$ cat src/design/bitset_pkg.sv
// Shared constants and types for the bit-set and flag-set decode block.
`default_nettype none
package bitset_pkg;
	// Register byte offsets on the APB slave.
	localparam logic [7:0] OFF_INSTR = 8'h00;
	localparam logic [7:0] OFF_FLAGS = 8'h04;
	localparam logic [7:0] OFF_MODE = 8'h08;
	localparam logic [7:0] OFF_STATUS = 8'h0C;
	localparam logic [7:0] OFF_MEM_OPND = 8'h10;
	localparam logic [7:0] OFF_MEM_RES = 8'h14;
	localparam logic [7:0] OFF_EA = 8'h18;
	// General registers occupy 0x40..0x7C, one word each.
	localparam logic [1:0] GPR_WIN = 2'h1;
	// Opcode fields.
	localparam logic [7:0] OPC_FLAG_HI = 8'h8D;
	localparam logic [3:0] OPC_FLAG_LO = 4'h1;
	localparam logic [7:0] OPC_LONG_PFX = 8'h7A;
	localparam logic [6:0] OPC_SET_R = 7'h52;
	localparam logic [6:0] OPC_SET_IR = 7'h12;
	localparam logic [6:0] OPC_SET_EAM = 7'h32;
	localparam logic [3:0] REG_NONE = 4'h0;
	// Flags register: bits 7:4 are C, Z, S and the shared P/V bit; 3 is D, 2 is H.
	localparam logic [7:0] FLAGS_RST = 8'h00;
	localparam logic [7:0] FLAGS_SET_MASK = 8'hF0;
	// Addressing modes held in MODE.
	localparam logic [1:0] MODE_COMPACT = 2'h0;
	localparam logic [1:0] MODE_SEGMENTED = 2'h1;
	localparam logic [1:0] MODE_LINEAR = 2'h2;
	// Bit-number masks per operand size and offset of the high byte register.
	localparam logic [4:0] BN_BYTE = 5'h07;
	localparam logic [4:0] BN_WORD = 5'h0F;
	localparam logic [4:0] BN_LONG = 5'h1F;
	localparam logic [4:0] BYTE_HI_OFS = 5'h08;
	// Status register bit positions.
	localparam int ST_BUSY = 0;
	localparam int ST_ILLEGAL = 1;
	localparam int ST_SIZE = 2;
	localparam int ST_FORM = 4;
	localparam int ST_PTR_LONG = 6;
	localparam int ST_EXT = 8;
	localparam logic [31:0] ST_ILLEGAL_MASK = 32'h0000_0002;
	typedef enum logic [1:0] {SZ_BYTE, SZ_WORD, SZ_LONG} size_t;
	typedef enum logic [1:0] {FM_REG, FM_DYN, FM_IND, FM_EAM} form_t;
	typedef enum logic [2:0] {S_OPCODE, S_LONG_OP, S_DYN_DST, S_EXT, S_READ_SRC, S_READ_DST, S_EXEC} state_t;
endpackage : bitset_pkg
`default_nettype wire

$ cat src/design/bitset_decode.sv
// Decode and execute of the bit-set and flag-mask instructions behind an APB slave.
//
// Added by the designer: the address map and the APB slave port.
`default_nettype none
//////////////////////////////////////////////////////////////////////////////
// Contract
// - Flag-mask instruction makes flags[7:4] = old flags[7:4] OR instruction[7:4].
// - Each mask bit 1 forces its flag to 1; 0 keeps it.
// - Flag-mask touches no other flag bit, D and H included, and raises nothing.
// - Parity and overflow share one flags bit, set by one mask position.
// - Flag-mask word is 0x8D high byte, mask nibble, then 0001 low nibble.
// - Indirect pointer is a word register in compact, longword otherwise.
// - General-operand static form consumes one to three extension words before executing.
// - Bit set writes 1 into selected bit only; dynamic form uses registers.
// - Bit number uses low 3, 4 or 5 bits for byte, word, long.
module bitset_decode
	import bitset_pkg::*;
#(
	parameter int DATA_W = 32,
	parameter int ADDR_W = 8
) (
	input wire logic pclk,
	input wire logic presetn,
	input wire logic psel,
	input wire logic penable,
	input wire logic pwrite,
	input wire logic [ADDR_W-1:0] paddr,
	input wire logic [DATA_W-1:0] pwdata,
	output logic [DATA_W-1:0] prdata,
	output logic pready,
	output logic pslverr
);
	//////////////////////////////////////////////////////////////////////////////
	// Register and state declarations.
	state_t state_r, state_nxt;
	size_t size_r, size_nxt;
	form_t form_r, form_nxt;
	logic long_r, long_nxt;
	logic [3:0] dst_r, dst_nxt;
	logic [3:0] src_r, src_nxt;
	logic [4:0] bn_r, bn_nxt;
	logic [1:0] ext_r, ext_nxt;
	logic [1:0] ext_seen_r, ext_seen_nxt;
	logic [7:0] flags_r, flags_nxt;
	logic [1:0] mode_r, mode_nxt;
	logic ill_r, ill_nxt;
	logic ptr_long_r, ptr_long_nxt;
	logic [31:0] mem_opnd_r, mem_opnd_nxt;
	logic [31:0] mem_res_r, mem_res_nxt;
	logic [31:0] ea_r, ea_nxt;
	logic [31:0] prdata_r, prdata_nxt;
	logic pready_r, pready_nxt;
	logic pslverr_r, pslverr_nxt;
	logic gpr_rd_ok_r, gpr_rd_ok_nxt;
	logic rf_we;
	logic [3:0] rf_waddr, rf_raddr;
	logic [31:0] rf_wdata, rf_rdata;
	logic [15:0] w;
	logic is_gpr, accept, wr_instr, apb_done, apb_wait;
	logic [4:0] bn_mask, pos;
	logic [31:0] bit_one, status;

	assign prdata = prdata_r;
	assign pready = pready_r;
	assign pslverr = pslverr_r;

	gpr_file #(.WIDTH(32), .DEPTH(16), .AW(4)) u_gpr (
		.pclk(pclk),
		.presetn(presetn),
		.wr_en(rf_we),
		.wr_addr(rf_waddr),
		.wr_data(rf_wdata),
		.rd_addr(rf_raddr),
		.rd_data_r(rf_rdata)
	);

	//////////////////////////////////////////////////////////////////////////////
	// APB decode. Every transfer takes one wait state; register-file accesses wait
	// longer while the decoder is busy, instruction words only while it reads or executes.
	always_comb begin
		w = pwdata[15:0];
		is_gpr = (paddr[7:6] == GPR_WIN);
		apb_wait = psel && penable && !pready_r;
		apb_done = psel && penable && pready_r;
		if (paddr == OFF_INSTR && pwrite) begin
			accept = (state_r == S_OPCODE) || (state_r == S_LONG_OP) || (state_r == S_DYN_DST) || (state_r == S_EXT);
		end else if (is_gpr) begin
			accept = (state_r == S_OPCODE) && gpr_rd_ok_r;
		end else begin
			accept = 1'b1;
		end
		wr_instr = apb_done && pwrite && (paddr == OFF_INSTR);
		status = '0;
		status[ST_BUSY] = (state_r != S_OPCODE);
		status[ST_ILLEGAL] = ill_r;
		status[ST_SIZE +: 2] = size_r;
		status[ST_FORM +: 2] = form_r;
		status[ST_PTR_LONG] = ptr_long_r;
		status[ST_EXT +: 2] = ext_seen_r;
	end

	// Bit position: size mask first, then the high-byte offset for byte registers 0..7.
	always_comb begin
		unique case (size_r)
			SZ_BYTE: bn_mask = BN_BYTE;
			SZ_WORD: bn_mask = BN_WORD;
			default: bn_mask = BN_LONG;
		endcase
		pos = bn_r & bn_mask;
		if (form_r != FM_IND && form_r != FM_EAM && size_r == SZ_BYTE && !dst_r[3]) begin
			pos = pos + BYTE_HI_OFS;
		end
		bit_one = 32'h0000_0001 << pos;
	end

	//////////////////////////////////////////////////////////////////////////////
	// Decoder and execution sequencer.
	always_comb begin
		state_nxt = state_r;
		size_nxt = size_r;
		form_nxt = form_r;
		long_nxt = long_r;
		dst_nxt = dst_r;
		src_nxt = src_r;
		bn_nxt = bn_r;
		ext_nxt = ext_r;
		ext_seen_nxt = ext_seen_r;
		flags_nxt = flags_r;
		ill_nxt = ill_r;
		ptr_long_nxt = ptr_long_r;
		mem_res_nxt = mem_res_r;
		ea_nxt = ea_r;
		rf_we = 1'b0;
		rf_waddr = dst_r;
		rf_wdata = rf_rdata | bit_one;
		rf_raddr = paddr[5:2];
		unique case (state_r)
			S_OPCODE, S_LONG_OP: begin
				if (wr_instr) begin
					long_nxt = 1'b0;
					state_nxt = S_OPCODE;
					if (state_r == S_OPCODE && w[15:8] == OPC_FLAG_HI && w[3:0] == OPC_FLAG_LO) begin
						// Only the four upper bits can rise; D, H and the rest stay as they were.
						flags_nxt = flags_r | ({w[7:4], 4'h0} & FLAGS_SET_MASK);
					end else if (state_r == S_OPCODE && w[15:8] == OPC_LONG_PFX) begin
						long_nxt = 1'b1;
						state_nxt = S_LONG_OP;
					end else begin
						// W selects byte or word; after the prefix the same bit is bit number bit 4.
						size_nxt = long_r ? SZ_LONG : (w[8] ? SZ_WORD : SZ_BYTE);
						bn_nxt = long_r ? {w[8], w[3:0]} : {1'b0, w[3:0]};
						dst_nxt = w[7:4];
						ext_seen_nxt = 2'h0;
						if (w[15:9] == OPC_SET_R) begin
							form_nxt = FM_REG;
							state_nxt = S_READ_DST;
						end else if (w[15:9] == OPC_SET_IR && w[7:4] != REG_NONE) begin
							form_nxt = FM_IND;
							state_nxt = S_READ_DST;
						end else if (w[15:9] == OPC_SET_IR) begin
							// Pointer field zero is not an indirect form; it marks the dynamic form.
							form_nxt = FM_DYN;
							src_nxt = w[3:0];
							state_nxt = S_DYN_DST;
						end else if (w[15:9] == OPC_SET_EAM) begin
							form_nxt = FM_EAM;
							ext_nxt = (w[5:4] == 2'h0) ? 2'h1 : w[5:4];
							ea_nxt = '0;
							state_nxt = S_EXT;
						end else begin
							ill_nxt = 1'b1;
						end
					end
				end
			end
			S_DYN_DST: begin
				if (wr_instr) begin
					dst_nxt = w[11:8];
					state_nxt = S_READ_SRC;
				end
			end
			S_EXT: begin
				// Each extension word shifts into the effective-address holder.
				if (wr_instr) begin
					ea_nxt = {ea_r[15:0], w};
					ext_seen_nxt = ext_seen_r + 2'h1;
					ext_nxt = ext_r - 2'h1;
					if (ext_r == 2'h1) begin
						state_nxt = S_EXEC;
					end
				end
			end
			S_READ_SRC: begin
				rf_raddr = src_r;
				state_nxt = S_READ_DST;
			end
			S_READ_DST: begin
				// Both register forms use the byte-register mapping, so the read and the later write hit one entry.
				rf_raddr = ((form_r == FM_REG || form_r == FM_DYN) && size_r == SZ_BYTE) ? {1'b0, dst_r[2:0]} : dst_r;
				if (form_r == FM_DYN) begin
					bn_nxt = rf_rdata[4:0];
				end
				state_nxt = S_EXEC;
			end
			S_EXEC: begin
				state_nxt = S_OPCODE;
				long_nxt = 1'b0;
				if (form_r == FM_REG || form_r == FM_DYN) begin
					rf_we = 1'b1;
					rf_waddr = (size_r == SZ_BYTE) ? {1'b0, dst_r[2:0]} : dst_r;
				end else begin
					mem_res_nxt = mem_opnd_r | bit_one;
					if (form_r == FM_IND) begin
						ptr_long_nxt = (mode_r != MODE_COMPACT);
						ea_nxt = (mode_r == MODE_COMPACT) ? {16'h0000, rf_rdata[15:0]} : rf_rdata;
					end
				end
			end
			default: state_nxt = S_OPCODE;
		endcase
		// Register-file writes complete only when the decoder is idle, so they never meet an update here.
		if (apb_done && pwrite && is_gpr) begin
			rf_we = 1'b1;
			rf_waddr = paddr[5:2];
			rf_wdata = pwdata;
		end
		if (apb_done && pwrite && paddr == OFF_FLAGS) begin
			flags_nxt = pwdata[7:0];
		end
		if (apb_done && pwrite && paddr == OFF_STATUS && pwdata[ST_ILLEGAL]) begin
			ill_nxt = 1'b0;
		end
	end

	//////////////////////////////////////////////////////////////////////////////
	// APB answer and software-owned registers.
	always_comb begin
		pready_nxt = 1'b0;
		pslverr_nxt = 1'b0;
		prdata_nxt = prdata_r;
		mode_nxt = mode_r;
		mem_opnd_nxt = mem_opnd_r;
		// The registered read port needed the address through the previous cycle too.
		gpr_rd_ok_nxt = (state_r == S_OPCODE) && (state_nxt == S_OPCODE);
		if (apb_wait && accept) begin
			pready_nxt = 1'b1;
			prdata_nxt = '0;
			if (is_gpr) begin
				prdata_nxt = rf_rdata;
			end else begin
				unique case (paddr)
					OFF_INSTR: prdata_nxt = '0;
					OFF_FLAGS: prdata_nxt = {24'h000000, flags_r};
					OFF_MODE: prdata_nxt = {30'h0, mode_r};
					OFF_STATUS: prdata_nxt = status;
					OFF_MEM_OPND: prdata_nxt = mem_opnd_r;
					OFF_MEM_RES: prdata_nxt = mem_res_r;
					OFF_EA: prdata_nxt = ea_r;
					default: pslverr_nxt = 1'b1;
				endcase
			end
		end
		if (apb_done && pwrite && paddr == OFF_MODE) begin
			mode_nxt = pwdata[1:0];
		end
		if (apb_done && pwrite && paddr == OFF_MEM_OPND) begin
			mem_opnd_nxt = pwdata;
		end
	end

	//////////////////////////////////////////////////////////////////////////////
	// State registers.
	always_ff @(posedge pclk or negedge presetn) begin
		if (!presetn) begin
			state_r <= S_OPCODE;
			size_r <= SZ_BYTE;
			form_r <= FM_REG;
			long_r <= 1'b0;
			dst_r <= '0;
			src_r <= '0;
			bn_r <= '0;
			ext_r <= '0;
			ext_seen_r <= '0;
			flags_r <= FLAGS_RST;
			mode_r <= MODE_COMPACT;
			ill_r <= 1'b0;
			ptr_long_r <= 1'b0;
			mem_opnd_r <= '0;
			mem_res_r <= '0;
			ea_r <= '0;
			prdata_r <= '0;
			pready_r <= 1'b0;
			pslverr_r <= 1'b0;
			gpr_rd_ok_r <= 1'b0;
		end else begin
			state_r <= state_nxt;
			size_r <= size_nxt;
			form_r <= form_nxt;
			long_r <= long_nxt;
			dst_r <= dst_nxt;
			src_r <= src_nxt;
			bn_r <= bn_nxt;
			ext_r <= ext_nxt;
			ext_seen_r <= ext_seen_nxt;
			flags_r <= flags_nxt;
			mode_r <= mode_nxt;
			ill_r <= ill_nxt;
			ptr_long_r <= ptr_long_nxt;
			mem_opnd_r <= mem_opnd_nxt;
			mem_res_r <= mem_res_nxt;
			ea_r <= ea_nxt;
			prdata_r <= prdata_nxt;
			pready_r <= pready_nxt;
			pslverr_r <= pslverr_nxt;
			gpr_rd_ok_r <= gpr_rd_ok_nxt;
		end
	end
endmodule : bitset_decode
`default_nettype wire

$ cat src/design/gpr_file.sv
// General register file with one write port and a registered read port.
`default_nettype none
module gpr_file #(
	parameter int WIDTH = 32,
	parameter int DEPTH = 16,
	parameter int AW = 4
) (
	input wire logic pclk,
	input wire logic presetn,
	input wire logic wr_en,
	input wire logic [AW-1:0] wr_addr,
	input wire logic [WIDTH-1:0] wr_data,
	input wire logic [AW-1:0] rd_addr,
	output logic [WIDTH-1:0] rd_data_r
);
	logic [WIDTH-1:0] mem [DEPTH];
	logic [WIDTH-1:0] rd_data_nxt;

	// Read data is looked up here and registered below, so it lags the address by one cycle.
	always_comb begin
		rd_data_nxt = mem[rd_addr];
	end

	always_ff @(posedge pclk or negedge presetn) begin
		if (!presetn) begin
			rd_data_r <= '0;
		end else begin
			rd_data_r <= rd_data_nxt;
		end
	end

	// Storage has no reset so that it maps onto plain memory.
	always_ff @(posedge pclk) begin
		if (wr_en) begin
			mem[wr_addr] <= wr_data;
		end
	end
endmodule : gpr_file
`default_nettype wire

$ cat config.mk
export PLATFORM = sky130hd
export DESIGN_NAME = bitset_decode
export DESIGN_NICKNAME = d
export VERILOG_FILES = /design/src/design/bitset_pkg.sv /design/src/design/bitset_decode.sv /design/src/design/gpr_file.sv
export SDC_FILE = /design/constraint.sdc
export NUM_CORES = 1
export LEC_CHECK = 0
export BUFFER_PORTS_ARGS = -buffer_cell sky130_fd_sc_hd__buf_2
export CAP_MARGIN = 20
export CORE_ASPECT_RATIO = 0.6
export CORE_MARGIN = 8
export CORE_UTILIZATION = 50
export CTS_CLUSTER_SIZE = 14
export DETAILED_ROUTE_END_ITERATION = 8
export GPL_TIMING_DRIVEN = 1
export HOLD_SLACK_MARGIN = 0.02
export PLACE_DENSITY = 0.67
export SYNTH_ARGS = -nofsm -noshare
export SYNTH_HDL_FRONTEND = slang
export SYNTH_SLANG_ARGS = --single-unit
$ cat constraint.sdc
create_clock -name pclk -period 3.86 [get_ports pclk]
set_input_delay 0.193 -clock pclk [delete_from_list [all_inputs] [get_ports pclk]]
set_output_delay 0.193 -clock pclk [all_outputs]
set_load 0.02 [all_outputs]
==> impl_results.md <==
* Async SR Flop Fraction at 28.1%
* GP Congestion at 0.909
* PostCTS Resize Cnt at 0
* Yosys reg bits at 712
* CP arrival at 3.68 ns
* Mapped Nets at 2353
* Layout fillers at 4566
* Number of global-route vias before repair at 19193
* Hold Violations, Final at 0
* Drt total wl at 82.7 mm
* Yosys warns at 0
* H-tree depth at 2
* Total die area at 67000 sq um
* DR vias/cell at 6.22
* Clock latency on the worst-skew pair at 0.65 ns
* Pre-antenna DRT Iters at 7
* Synth area leaders: edfxtp_1 (52%), dfrtp_1 (17%), nand2_1 (6.5%)
* Vias at 19920
* Max rail drop VDD at 399 uV
* Post-CTS Setup Bufs at 0
* Lkg Pwr at 12.2 nW
* Iteration-0 DRC Markers at 2730
* CTS tree: done
* Placeable Area at 57800 sq um
* WL/cell at 25.8 microns
* Unrepaired setup endpoints after global routing: no
* Clock Skew at 0.0211 ns
* Synth top area share at 52.3%
* Status: finished, final reports clean
* Dpl cell area at 30800 sq um
* Reg clk slew, reported paths at 0.07 ns
* EDFF count, synth at 512
* Rows at 68
* CTS Buf Count at 61
* Setup tns final at 0 ns
* Cell Area, Synth at 29400 sq um
* DP Wirelength at 51.2 mm
* Primary FF master, synth: edfxtp_1
* Share of cells above drive strength 1 at 11.5%
* Crit path required time at 4.20 ns
* Register area share after synthesis at 69.4%
* Die Y at 204 microns
* Cell variety after synth at 66
* Initial Utilization at 50.9%
* Grt ovf at 0
* Worst Reg2Reg Path Length in Cells at 9
* Post-route ant nets at 0
* Count of final setup violators at 0
* Design Area, Final at 33100 sq um
* Gr busiest metal: met1
* Worst relative slew slack at 29.4%
* Startpoint class of the critical path: flip-flop
* CTS max path bufs at 3
* Die width at 329 microns
* Final slew viol count at 0
* Post-synth top area cell: edfxtp_1
* Critical Path Fanout Max at 34
* GR Util met1 at 37.1%
* CP Capture Type: flip-flop
* Area Overhead vs Synth at 12.5%
* Post-Syn Area per Cell at 12.7 sq um
* Final core utilization at 57.2%
* CTS hold repair buffers at 33
* Root Buffer: clkbuf_16
* First-pass GRT wire length at 124 mm
* Met2 usage at 34.9%
* Worst-Margin Slew at 1.06 ns
* Largest net degree at the start of global routing at 100
* DRC Markers at 0
* Mapped Cells at 2307
* Antenna violations before repair at 1
* Multi-input gate area at 8450 sq um
* Met3 Usage GRT at 5.95%
* Number of max-cap violations at 0
* Storage cell area at 20400 sq um
* Final worst path period share at 86.3%
* Total chip power at 15.6 mW
* HP Class: in2reg
* Hold depth at 2
* WS Path Type: reg2reg
* Total GRT Usage at 24.3%
* Fin nets at 2426
* Number of buffers added on ports at 78
* Max frequency at 0.300 GHz
* Antenna cells at 0
* Fin crit period at 3.33 ns
* IO Count at 79
* Pwr/cell area at 472 nW/um^2
* Clk sinks at 712
==> through the flow <==
| stage | instances | worst slack [ns] | hold slack (ns) |
|---|---|---|---|
| 6_report | 3202 | 0.528 | 0.0580 |
| 5_1_grt | 3202 | 0.448 | 0.0466 |
| 4_1_cts | 3202 | 0.602 | 0.0211 |
| 3_5_place_dp | 3054 | 0.604 | 0.236 |
| 3_3_place_gp | 3054 | 0.729 | 0.223 |
| 2_1_floorplan | 2307 | 0.183 | -0.103 |
==> state kept, by name, summed over array words and instances (netlist names), 2 cells and up <==
register         cells
mem_res_r           32
form_r               2
ea_r                32
state_r              3
dst_r                4
size_r               2
prdata              32
mode_r               2
src_r                4
flags_r              8
ext_r                2
u_gpr.rd_data_r     32
ext_seen_r           2
u_gpr.mem          512
bn_r                 5
mem_opnd_r          32
==> synth_stat cells (13+ instances only) <==
cell type / instances
a22oi_1: 64
o21ai_0: 77
mux2_1: 63
nand2_1: 507
a21oi_1: 142
nand3_1: 75
a31oi_1: 30
mux2i_1: 47
edfxtp_1: 512
buf_1: 13
buf_2: 41
a22o_1: 37
mux2_2: 16
a221oi_1: 32
nor2_1: 132
dfrtp_1: 200
nor3_1: 14
clkbuf_1: 86
a32oi_1: 96
==> final timing paths <==
kind	start	endpoint	slack (ns)
worst max-delay path	pready	u_gpr.mem[14][5]	0.53
min in group asynchronous	presetn	prdata[0]	0.14
worst min-delay path	pwdata[15]	form_r[1]	0.06
worst max register to register	pready	u_gpr.mem[14][5]	0.53
worst min register to register	mem_res_r[7]	mem_res_r[7]	0.48
max in group asynchronous	presetn	ea_r[0]	2.66
==> critical path: stages (launching register included) <==
cell and delay, ns:
dfrtp_1 0.35, and4_1 0.18, buf_4 0.19, and2_1 0.21, buf_4 0.39, nand2_1 0.14
o21ai_0 0.18, nand2b_1 0.36, nor2_4 0.74, buf_4 0.29
==> power breakdown <==
part / total (mW) / switching [mW] / leakage, nW / internal, mW
registers: 8.55 / 0.119 / 7.22 / 8.43
logic: 1.12 / 0.808 / 4.07 / 0.308
clock network: 5.95 / 2.78 / 0.921 / 3.17
==> per-layer routing <==
layer / share of wire [%] / wire, microns
met5: 0.016 / 13
met2: 43 / 35300
met1: 45 / 37000
met3: 11 / 8780
met4: 2.0 / 1630
==> cell families after synthesis <==
group	synth area share (%)
compound gates	11.9
fa+ha+maj	0.0426
buf+inv	2.63
flops	69.4
mux	4.83
simple gates	11.2
==> placed cells by master, fill, tap and decap left out, drive strengths merged, types with 5 or more instances in the layout <==
cell type and n:
mux2 80, and2 5, dlygate4sd3 33, mux2i 49, a21oi 144, clkinv 10
a41oi 5, nor2 132, nor2b 11, nand2b 7, a32oi 96, dfrtp 200
nor3 16, edfxtp 512, a221oi 32, a22o 37, or4 5, a22oi 64
a31oi 30, o21ai 85, buf 135, nand3 76, nand2 508, clkbuf 103
nand3b 6, inv 7
==> layout make-up <==
type / instances / area share, %
sequential: 712 / 61.6
multi-input combinational: 1430 / 25.6
clock buffer: 103 / 5.42
timing repair buffer: 168 / 4.03
tap: 770 / 2.91
clock inverter: 12 / 0.352
inverter: 7 / 0.0795
(Power assumes the default switching activity.)
